--- src/design/bmr_consts.svh ---
// Purpose: Constants for the burst memory response logic
// Assumes: Included by bare name from package and modules
// Notes: Channel indices, one-hot state codes and widths
`ifndef BMR_CONSTS_SVH
`define BMR_CONSTS_SVH

// ----------------------------------------------------------------
// Channel indices
// ----------------------------------------------------------------
`define BMR_CH_I 0
`define BMR_CH_D 1
`define BMR_NCH 2

// ----------------------------------------------------------------
// Bus widths and defaults
// ----------------------------------------------------------------
`define BMR_AW_BUS 32
`define BMR_DW 32
`define BMR_WORD_LSB 2
`define BMR_MEM_AW 8
`define BMR_LEN_W 4
`define BMR_BASE 32'h0000_0000
`define BMR_ZERO32 32'h0000_0000

// ----------------------------------------------------------------
// Memory end state codes
// ----------------------------------------------------------------
`define BMR_M_IDLE 4'h1
`define BMR_M_BURST 4'h2
`define BMR_M_LAST 4'h4
`define BMR_M_SGL 4'h8

// ----------------------------------------------------------------
// Processor end state codes
// ----------------------------------------------------------------
`define BMR_P_IDLE 4'h1
`define BMR_P_REQ 4'h2
`define BMR_P_BURST 4'h4
`define BMR_P_LAST 4'h8

`endif

--- src/design/bmr_pkg.sv ---
// Purpose: Types for the burst memory response logic
// Assumes: bmr_consts.svh provides the codes
// Notes: One-hot state enums for both ends
`include "bmr_consts.svh"

package bmr_pkg;

    // ------------------------------------------------------------
    // State types
    // ------------------------------------------------------------
    typedef enum logic [3:0] {
        M_IDLE = `BMR_M_IDLE,
        M_BURST = `BMR_M_BURST,
        M_LAST = `BMR_M_LAST,
        M_SGL = `BMR_M_SGL
    } bmr_mst_t;

    typedef enum logic [3:0] {
        P_IDLE = `BMR_P_IDLE,
        P_REQ = `BMR_P_REQ,
        P_BURST = `BMR_P_BURST,
        P_LAST = `BMR_P_LAST
    } bmr_pst_t;

    typedef logic [`BMR_DW-1:0] bmr_word_t;

endpackage

--- src/design/bmr_if.sv ---
// Purpose: Channel between processor end and memory end
// Assumes: Single clock, all lines driven every cycle
// Notes: Response lines come from the one memory end; only pipeline enable is an OR merge
`timescale 1ns/100ps
`include "bmr_consts.svh"

interface bmr_if;
    // Processor requests
    logic instr_request;
    logic instr_burst_request;
    logic data_request;
    logic data_burst_request;
    logic [`BMR_AW_BUS-1:0] addr;
    logic data_write;
    logic [`BMR_DW-1:0] data_wdata;
    // Memory responses
    logic instr_ready_resp;
    logic data_ready_resp;
    logic instr_error_resp;
    logic data_error_resp;
    logic instr_burst_ack;
    logic data_burst_ack;
    logic pipeline_enable_resp;
    logic [`BMR_DW-1:0] instr_rdata;
    logic [`BMR_DW-1:0] data_rdata;

    modport mem (
        input instr_request, instr_burst_request, data_request,
        input data_burst_request, addr, data_write, data_wdata,
        output instr_ready_resp, data_ready_resp, instr_error_resp,
        output data_error_resp, instr_burst_ack, data_burst_ack,
        output pipeline_enable_resp, instr_rdata, data_rdata
    );

    modport proc (
        output instr_request, instr_burst_request, data_request,
        output data_burst_request, addr, data_write, data_wdata,
        input instr_ready_resp, data_ready_resp, instr_error_resp,
        input data_error_resp, instr_burst_ack, data_burst_ack,
        input pipeline_enable_resp, instr_rdata, data_rdata
    );
endinterface

--- src/design/bmr_proc_end.sv ---
// Purpose: Processor side request logic for instr and data channel
// Assumes: Memory responses valid at the end of every cycle
// Notes: Channel 0 is instruction, channel 1 is data
`timescale 1ns/100ps
`include "bmr_consts.svh"

module bmr_proc_end
    import bmr_pkg::*;
#(
    parameter int LW = `BMR_LEN_W
) (
    // Clock and reset
    input wire logic core_clk_i,
    input wire logic resetn_i,
    // Memory channel
    bmr_if.proc bus,
    // User side commands
    input wire logic [`BMR_NCH-1:0] start_i,
    input wire logic [`BMR_NCH-1:0] burst_i,
    input wire logic [`BMR_NCH-1:0] suspend_i,
    input wire logic [`BMR_NCH-1:0][`BMR_AW_BUS-1:0] addr_i,
    input wire logic [`BMR_NCH-1:0][LW-1:0] len_i,
    input wire logic data_wr_i,
    input wire logic [`BMR_DW-1:0] wdata_i,
    // User side results
    output logic [`BMR_NCH-1:0] word_valid_o,
    output logic [`BMR_NCH-1:0][`BMR_DW-1:0] word_o,
    output logic [`BMR_NCH-1:0] done_o,
    output logic [`BMR_NCH-1:0] error_o,
    output logic [`BMR_NCH-1:0] busy_o
);

    // ------------------------------------------------------------
    // State
    // ------------------------------------------------------------
    bmr_pst_t st_q [`BMR_NCH];
    bmr_pst_t st_d [`BMR_NCH];
    logic [`BMR_AW_BUS-1:0] addr_q [`BMR_NCH];
    logic [LW-1:0] left_q [`BMR_NCH];
    logic [`BMR_NCH-1:0] bst_q;
    logic [`BMR_NCH-1:0] breq_prev_q;
    logic wr_q;
    logic [`BMR_DW-1:0] wdata_q;

    logic [`BMR_NCH-1:0] req;
    logic [`BMR_NCH-1:0] breq;
    logic [`BMR_NCH-1:0] grant;
    logic [`BMR_NCH-1:0] ack;
    logic [`BMR_NCH-1:0] rdy;
    logic [`BMR_NCH-1:0] err;
    logic [`BMR_NCH-1:0] fin;
    bmr_word_t rdata [`BMR_NCH];

    assign ack = {bus.data_burst_ack, bus.instr_burst_ack};
    assign rdy = {bus.data_ready_resp, bus.instr_ready_resp};
    assign err = {bus.data_error_resp, bus.instr_error_resp};
    assign rdata[`BMR_CH_I] = bus.instr_rdata;
    assign rdata[`BMR_CH_D] = bus.data_rdata;

    // Shared address bus: instruction request first
    assign grant[`BMR_CH_I] = 1'b1;
    assign grant[`BMR_CH_D] = st_q[`BMR_CH_I] != P_REQ;

    // ------------------------------------------------------------
    // Request lines and transitions
    // ------------------------------------------------------------
    always_comb begin
        for (int c = 0; c < `BMR_NCH; c++) begin
            st_d[c] = st_q[c];
            fin[c] = 1'b0;
            req[c] = (st_q[c] == P_REQ) && grant[c];
            breq[c] = ((st_q[c] == P_REQ) && bst_q[c]) ||
                ((st_q[c] == P_BURST) && (left_q[c] != '0) &&
                !suspend_i[c]);
            case (st_q[c])
                P_IDLE: begin
                    if (start_i[c]) begin
                        st_d[c] = P_REQ;
                    end
                end
                P_REQ: begin
                    if (!grant[c]) begin
                        st_d[c] = P_REQ;
                    end else if (err[c]) begin
                        st_d[c] = P_IDLE;
                    end else if (ack[c] && bst_q[c]) begin
                        // Request dropped next cycle
                        st_d[c] = P_BURST;
                    end else if (rdy[c]) begin
                        st_d[c] = P_IDLE;
                        fin[c] = 1'b1;
                    end
                end
                P_BURST: begin
                    if (err[c]) begin
                        st_d[c] = P_IDLE;
                    end else if (!ack[c] && !rdy[c]) begin
                        // Preempted; one word owed if asked
                        st_d[c] = breq_prev_q[c] ? P_LAST : P_IDLE;
                        fin[c] = !breq_prev_q[c];
                    end else if (rdy[c] && left_q[c] == LW'(1)) begin
                        st_d[c] = P_IDLE;
                        fin[c] = 1'b1;
                    end
                end
                P_LAST: begin
                    if (rdy[c]) begin
                        st_d[c] = P_IDLE;
                        fin[c] = 1'b1;
                    end
                end
                default: begin
                    st_d[c] = P_IDLE;
                end
            endcase
        end
    end

    always_ff @(posedge core_clk_i or negedge resetn_i) begin
        if (!resetn_i) begin
            for (int c = 0; c < `BMR_NCH; c++) begin
                st_q[c] <= P_IDLE;
                addr_q[c] <= '0;
                left_q[c] <= '0;
            end
            bst_q <= '0;
        end else begin
            for (int c = 0; c < `BMR_NCH; c++) begin
                st_q[c] <= st_d[c];
                if (st_q[c] == P_IDLE && start_i[c]) begin
                    addr_q[c] <= addr_i[c];
                    left_q[c] <= len_i[c];
                    bst_q[c] <= burst_i[c];
                end else if (rdy[c] && left_q[c] != '0) begin
                    left_q[c] <= left_q[c] - LW'(1);
                end
            end
        end
    end

    always_ff @(posedge core_clk_i or negedge resetn_i) begin
        if (!resetn_i) begin
            breq_prev_q <= '0;
        end else begin
            breq_prev_q <= breq;
        end
    end

    // ------------------------------------------------------------
    // Write data
    // ------------------------------------------------------------
    always_ff @(posedge core_clk_i or negedge resetn_i) begin
        if (!resetn_i) begin
            wr_q <= 1'b0;
            wdata_q <= '0;
        end else begin
            if (st_q[`BMR_CH_D] == P_IDLE && start_i[`BMR_CH_D]) begin
                wr_q <= data_wr_i;
                wdata_q <= wdata_i;
            end else if (rdy[`BMR_CH_D]) begin
                wdata_q <= wdata_i;
            end
        end
    end

    // ------------------------------------------------------------
    // Bus drive
    // ------------------------------------------------------------
    // Address held valid while request is up
    assign bus.addr = req[`BMR_CH_I] ? addr_q[`BMR_CH_I] :
        addr_q[`BMR_CH_D];
    assign bus.instr_request = req[`BMR_CH_I];
    assign bus.data_request = req[`BMR_CH_D];
    assign bus.instr_burst_request = breq[`BMR_CH_I];
    assign bus.data_burst_request = breq[`BMR_CH_D];
    assign bus.data_write = wr_q && (st_q[`BMR_CH_D] != P_IDLE);
    assign bus.data_wdata = wdata_q;

    // ------------------------------------------------------------
    // Results
    // ------------------------------------------------------------
    always_ff @(posedge core_clk_i or negedge resetn_i) begin
        if (!resetn_i) begin
            word_valid_o <= '0;
            done_o <= '0;
            error_o <= '0;
            for (int c = 0; c < `BMR_NCH; c++) begin
                word_o[c] <= '0;
            end
        end else begin
            word_valid_o <= rdy & ~err;
            done_o <= fin;
            error_o <= err;
            for (int c = 0; c < `BMR_NCH; c++) begin
                if (rdy[c]) begin
                    word_o[c] <= rdata[c];
                end
            end
        end
    end

    always_comb begin
        for (int c = 0; c < `BMR_NCH; c++) begin
            busy_o[c] = st_q[c] != P_IDLE;
        end
    end

endmodule

--- src/flat_wrapper.sv ---
// flat-port wrapper written by rule: the top's interface ports become plain ports
module bmr_proc_end_flat import bmr_pkg::*;
#(
    parameter int LW = `BMR_LEN_W
)
  (core_clk_i, resetn_i, start_i, burst_i, suspend_i, addr_i, len_i, data_wr_i, wdata_i, word_valid_o, word_o, done_o, error_o, busy_o, bus_instr_request, bus_instr_burst_request, bus_data_request, bus_data_burst_request, bus_addr, bus_data_write, bus_data_wdata, bus_instr_ready_resp, bus_data_ready_resp, bus_instr_error_resp, bus_data_error_resp, bus_instr_burst_ack, bus_data_burst_ack, bus_pipeline_enable_resp, bus_instr_rdata, bus_data_rdata);
  bmr_if bus_i ();
  input wire logic core_clk_i;
  input wire logic resetn_i;
  input wire logic [`BMR_NCH-1:0] start_i;
  input wire logic [`BMR_NCH-1:0] burst_i;
  input wire logic [`BMR_NCH-1:0] suspend_i;
  input wire logic [`BMR_NCH-1:0][`BMR_AW_BUS-1:0] addr_i;
  input wire logic [`BMR_NCH-1:0][LW-1:0] len_i;
  input wire logic data_wr_i;
  input wire logic [`BMR_DW-1:0] wdata_i;
  output logic [`BMR_NCH-1:0] word_valid_o;
  output logic [`BMR_NCH-1:0][`BMR_DW-1:0] word_o;
  output logic [`BMR_NCH-1:0] done_o;
  output logic [`BMR_NCH-1:0] error_o;
  output logic [`BMR_NCH-1:0] busy_o;
  output wire logic [$bits(bus_i.instr_request)-1:0] bus_instr_request;
  output wire logic [$bits(bus_i.instr_burst_request)-1:0] bus_instr_burst_request;
  output wire logic [$bits(bus_i.data_request)-1:0] bus_data_request;
  output wire logic [$bits(bus_i.data_burst_request)-1:0] bus_data_burst_request;
  output wire logic [$bits(bus_i.addr)-1:0] bus_addr;
  output wire logic [$bits(bus_i.data_write)-1:0] bus_data_write;
  output wire logic [$bits(bus_i.data_wdata)-1:0] bus_data_wdata;
  input wire logic [$bits(bus_i.instr_ready_resp)-1:0] bus_instr_ready_resp;
  input wire logic [$bits(bus_i.data_ready_resp)-1:0] bus_data_ready_resp;
  input wire logic [$bits(bus_i.instr_error_resp)-1:0] bus_instr_error_resp;
  input wire logic [$bits(bus_i.data_error_resp)-1:0] bus_data_error_resp;
  input wire logic [$bits(bus_i.instr_burst_ack)-1:0] bus_instr_burst_ack;
  input wire logic [$bits(bus_i.data_burst_ack)-1:0] bus_data_burst_ack;
  input wire logic [$bits(bus_i.pipeline_enable_resp)-1:0] bus_pipeline_enable_resp;
  input wire logic [$bits(bus_i.instr_rdata)-1:0] bus_instr_rdata;
  input wire logic [$bits(bus_i.data_rdata)-1:0] bus_data_rdata;
  assign bus_instr_request = bus_i.instr_request;
  assign bus_instr_burst_request = bus_i.instr_burst_request;
  assign bus_data_request = bus_i.data_request;
  assign bus_data_burst_request = bus_i.data_burst_request;
  assign bus_addr = bus_i.addr;
  assign bus_data_write = bus_i.data_write;
  assign bus_data_wdata = bus_i.data_wdata;
  assign bus_i.instr_ready_resp = bus_instr_ready_resp;
  assign bus_i.data_ready_resp = bus_data_ready_resp;
  assign bus_i.instr_error_resp = bus_instr_error_resp;
  assign bus_i.data_error_resp = bus_data_error_resp;
  assign bus_i.instr_burst_ack = bus_instr_burst_ack;
  assign bus_i.data_burst_ack = bus_data_burst_ack;
  assign bus_i.pipeline_enable_resp = bus_pipeline_enable_resp;
  assign bus_i.instr_rdata = bus_instr_rdata;
  assign bus_i.data_rdata = bus_data_rdata;
  bmr_proc_end #(.LW(LW)) u_core (.core_clk_i(core_clk_i), .resetn_i(resetn_i), .bus(bus_i), .start_i(start_i), .burst_i(burst_i), .suspend_i(suspend_i), .addr_i(addr_i), .len_i(len_i), .data_wr_i(data_wr_i), .wdata_i(wdata_i), .word_valid_o(word_valid_o), .word_o(word_o), .done_o(done_o), .error_o(error_o), .busy_o(busy_o));
endmodule
--- config.mk ---
export PLATFORM = sky130hd
export DESIGN_NAME = bmr_proc_end_flat
export DESIGN_NICKNAME = d
export VERILOG_FILES = /design/src/design/bmr_pkg.sv /design/src/design/bmr_if.sv /design/src/design/bmr_proc_end.sv /design/src/flat_wrapper.sv
export VERILOG_INCLUDE_DIRS = /design/src /design/src/design
export SDC_FILE = /design/constraint.sdc
export NUM_CORES = 1
export LEC_CHECK = 0
export ABC_AREA = 1
export BUFFER_PORTS_ARGS = -buffer_cell sky130_fd_sc_hd__clkbuf_2
export CAP_MARGIN = 20
export CORE_ASPECT_RATIO = 0.6
export CORE_MARGIN = 2
export CORE_UTILIZATION = 49
export DETAILED_ROUTE_END_ITERATION = 6
export GPL_ROUTABILITY_DRIVEN = 1
export PLACE_DENSITY = 0.81
export SYNTH_ARGS = -nofsm -noshare
export SYNTH_HDL_FRONTEND = slang
export SYNTH_SLANG_ARGS = --single-unit
--- constraint.sdc ---
create_clock -name core_clk_i -period 1.73 [get_ports core_clk_i]
set_input_delay 0.2595 -clock core_clk_i [delete_from_list [all_inputs] [get_ports core_clk_i]]
set_output_delay 0.2595 -clock core_clk_i [all_outputs]
set_load 0.1 [all_outputs]
==> results.json <==
{
  "synthFlopType": "dfrtp_1",
  "top_layer": "met4",
  "grt_first_pass_wirelength_mm": 36.9,
  "cts_htree_levels": 4,
  "synthTopCellsByArea": "dfrtp_1, nand2_1, o21ai_0",
  "cp-start-kind": "register",
  "finalWorstSetupSlack_ps": -429,
  "synthCells": 971,
  "relSlewSlack_pct": 35.1,
  "intPower_mw": 12.7,
  "pwr-share-comb_pct": 59.7,
  "p_switching_mw": 13.0,
  "synth_top_area_share_pct": 57.7,
  "grt_pass1_vias": 7447,
  "p_clk_share_pct": 15.5,
  "ios": 325,
  "totalWireLength_mm": 23.4,
  "period_needed_ps": 2160,
  "synth_warnings": 0,
  "dp_hpwl_mm": 16.1,
  "syn_to_final_growth_pct": 54.8,
  "violations": "setup timing",
  "synth_most_common_cell": "nand2_1",
  "cp_max_fo": 8,
  "numCtsBuffers": 17,
  "drive_gt1_share_pct": 38.9,
  "rsz0062_at_grt": "yes",
  "layout.cells.non_filler": 1570,
  "avgRoutedWirePerCell_um": 14.9,
  "ys_ff_latch": 187,
  "fmax_mhz": 463,
  "fin_worst_skew_ps": 13.8,
  "setup_viol": 38,
  "hold_violations": 0,
  "rows": 36,
  "status": "complete, but fails checks",
  "synth_nets": 1160,
  "crit_path_end_kind": "output port",
  "start_util_pct": 49.8,
  "yosysUniqueCellTypes": 33,
  "slew_viol_final": 0,
  "startpoint": "u_core.st_q[6]$_DFFE_PN0P_",
  "swShare_pct": 50.7,
  "critical_path_class": "reg2out",
  "ys_async_sr_fraction_pct": 100,
  "finalCritPeriodShare_pct": 125,
  "io_buffers": 323,
  "yosysSeqAreaShare_pct": 58.3,
  "route.met2.wl_mm": 11.6,
  "max-cap-violations": 0,
  "track_usage_pct": 27.0,
  "fin_area_um2": 12400,
  "numClockSinks": 187,
  "worstPathArrival_ps": 1900,
  "root_buffer": "clkbuf_16",
  "gp_congestion": 0.910,
  "drc": 0,
  "syn_area_um2": 8030,
  "synth_edf_count": 0,
  "p_leak_nw": 6.78,
  "dpl-instance-area_um2": 11000,
  "fin_nets": 1535,
  "irDropWorstVdd_mv": 2.01,
  "clk_pin_slew_ps": 80,
  "power.total_mw": 25.7,
  "die_w_um": 169,
  "met1_length_mm": 9.65,
  "dr_wl_met3_mm": 1.75,
  "critical_path_required_ps": 1470,
  "hp-start": "addr_i[48]",
  "place_inst": 1489,
  "timing.hold.worst.class": "in2reg",
  "placeableCoreArea_um2": 16100,
  "insertion_delay_ps": 420,
  "synth_common_cells": "nand2_1, dfrtp_1, o21ai_0, inv_1, nor2_1",
  "overflow": 0,
  "first_pass_iters": 6,
  "seqPwrFrac_pct": 24.8,
  "antenna_found_initial": 2,
  "ant_nets": 0,
  "r2r_start": "u_core.st_q[7]$_DFFE_PN0P_",
  "drt_iter0_markers": 455,
  "grt_start_max_net_pins": 51,
  "worstMarginPinSlew_ps": 972,
  "die-area_um2": 17500,
  "via_per_inst": 4.86,
  "num_vias": 7630,
  "dieHeight_um": 103,
  "cts_buffer_depth": 2,
  "avgSynthCellArea_um2": 8.27,
  "synth_area_leader_cell": "dfrtp_1",
  "power.density_nw_per_um2": 2070,
  "tritoncts": "yes"
}
==> power groups by stage <==
| stage | registers [mW] | logic, mW | clock network, mW |
|---|---|---|---|
| global placement | 6.25 | 13.8 | 0 |
| finish | 6.39 | 15.3 | 3.99 |
| CTS | 6.29 | 15.1 | 4.07 |
| global route | 6.52 | 16.1 | 4.27 |
| detailed placement | 6.29 | 14.0 | 0 |
| floorplan | 8.49 | 7.68 | 0 |
==> sequential cells by signal (all words and copies together) (netlist names) <==
signal / count
u_core.left_q: 8
u_core.word_valid_o: 2
u_core.wr_q: 1
u_core.st_q: 8
u_core.bus.data_wdata: 32
u_core.bst_q: 2
u_core.addr_q: 64
u_core.breq_prev_q: 2
u_core.done_o: 2
u_core.error_o: 2
u_core.word_o: 64
==> per-layer routing <==
metal | track usage [%] | up-vias
met4 | 8.42 | 0
met3 | 7.52 | 35
met5 | 0 | -
met2 | 46.3 | 272
li1 | - | 3728
met1 | 33.9 | 3595
==> cell usage in the layout (no fill, tap or decap), types with 5 or more instances in the layout <==
master and n:
dfrtp_1 183, o21ai_4 33, nand2_2 13, o21ai_0 40, a21oi_1 6, ha_1 5, clkbuf_2 283, nand3_1 11
nand2_4 20, buf_12 51, nand2_1 486, inv_2 5, inv_1 56, buf_4 37, inv_8 5, buf_16 7
clkbuf_16 18, nor2_1 28, nor2_4 9, buf_6 15
==> path summary, 6_finish.rpt <==
kind	slack, ps	depth (start not counted)	endpoint
setup reg to reg	30	11	u_core.st_q[2]$_DFFE_PN0P_
min in group asynchronous	330	2	u_core.word_o[50]$_DFFE_PN0P_
hold reg to reg	470	2	u_core.bus.data_wdata[28]$_DFFE_PN0P_
max in group asynchronous	750	3	u_core.st_q[4]$_DFFE_PN1P_
setup / recovery	-430	7	bus_addr[25]
hold / removal	30	3	u_core.addr_q[16]$_DFFE_PN0P_
==> cells by family (layout without fill, tap and decap cells) <==
family                   Yosys count  in the layout  share of synthesized area, %
XOR/XNOR                           5              5                         0.545
other                              0              2                             0
AND/OR/NAND/NOR                  578            579                          28.0
AO/OA/AOI/OAI                     89             89                          5.83
flip-flops                       187            187                          58.3
buffers and inverters            107            494                          6.53
adder cells (fa/ha/maj)            5              5                         0.779
==> what timing repair did <==
item / CTS / global route
setup buffers: 31 / 10
gates cloned: 6 / 0
endpoints found under the setup margin: 39 / 103
hold buffers: 2 / 0
hold endpoints to repair: 35 / 0
resized for setup: 68 / 36
pin swaps: 20 / 18
==> through the flow <==
step / util, % / hold slack [ps] / setup WS (ps) / TNS, ps
detailed placement: 68.0 / 208 / -16.4 / -16.5
floorplan: - / -36.1 / -335 / -7600
global placement: 68.0 / 208 / -12.0 / -22.7
finish: 77.1 / 31.9 / -429 / -12540
global route: 77.1 / 25.6 / -494 / -15030
CTS: 76.0 / 16.3 / -425 / -13090
==> critical path: stages (launching register included) <==
cell	delay, ps
dfrtp_1	420
nor2_4	150
nand3_4	100
buf_12	180
buf_16	160
buf_6	120
o21ai_4	150
buf_12	190
==> cell type report <==
| type | instances | area, µm² |
|---|---|---|
| multi-input combinational | 678 | 3470 |
| timing repair buffer | 397 | 3140 |
| fill | 1128 | 3690 |
| clock inverter | 14 | 175 |
| sequential | 187 | 4680 |
| tap | 209 | 262 |
| clock buffer | 18 | 439 |
| inverter | 65 | 264 |
| antenna | 2 | 5.00 |
Power figures use the tool's default switching activity.
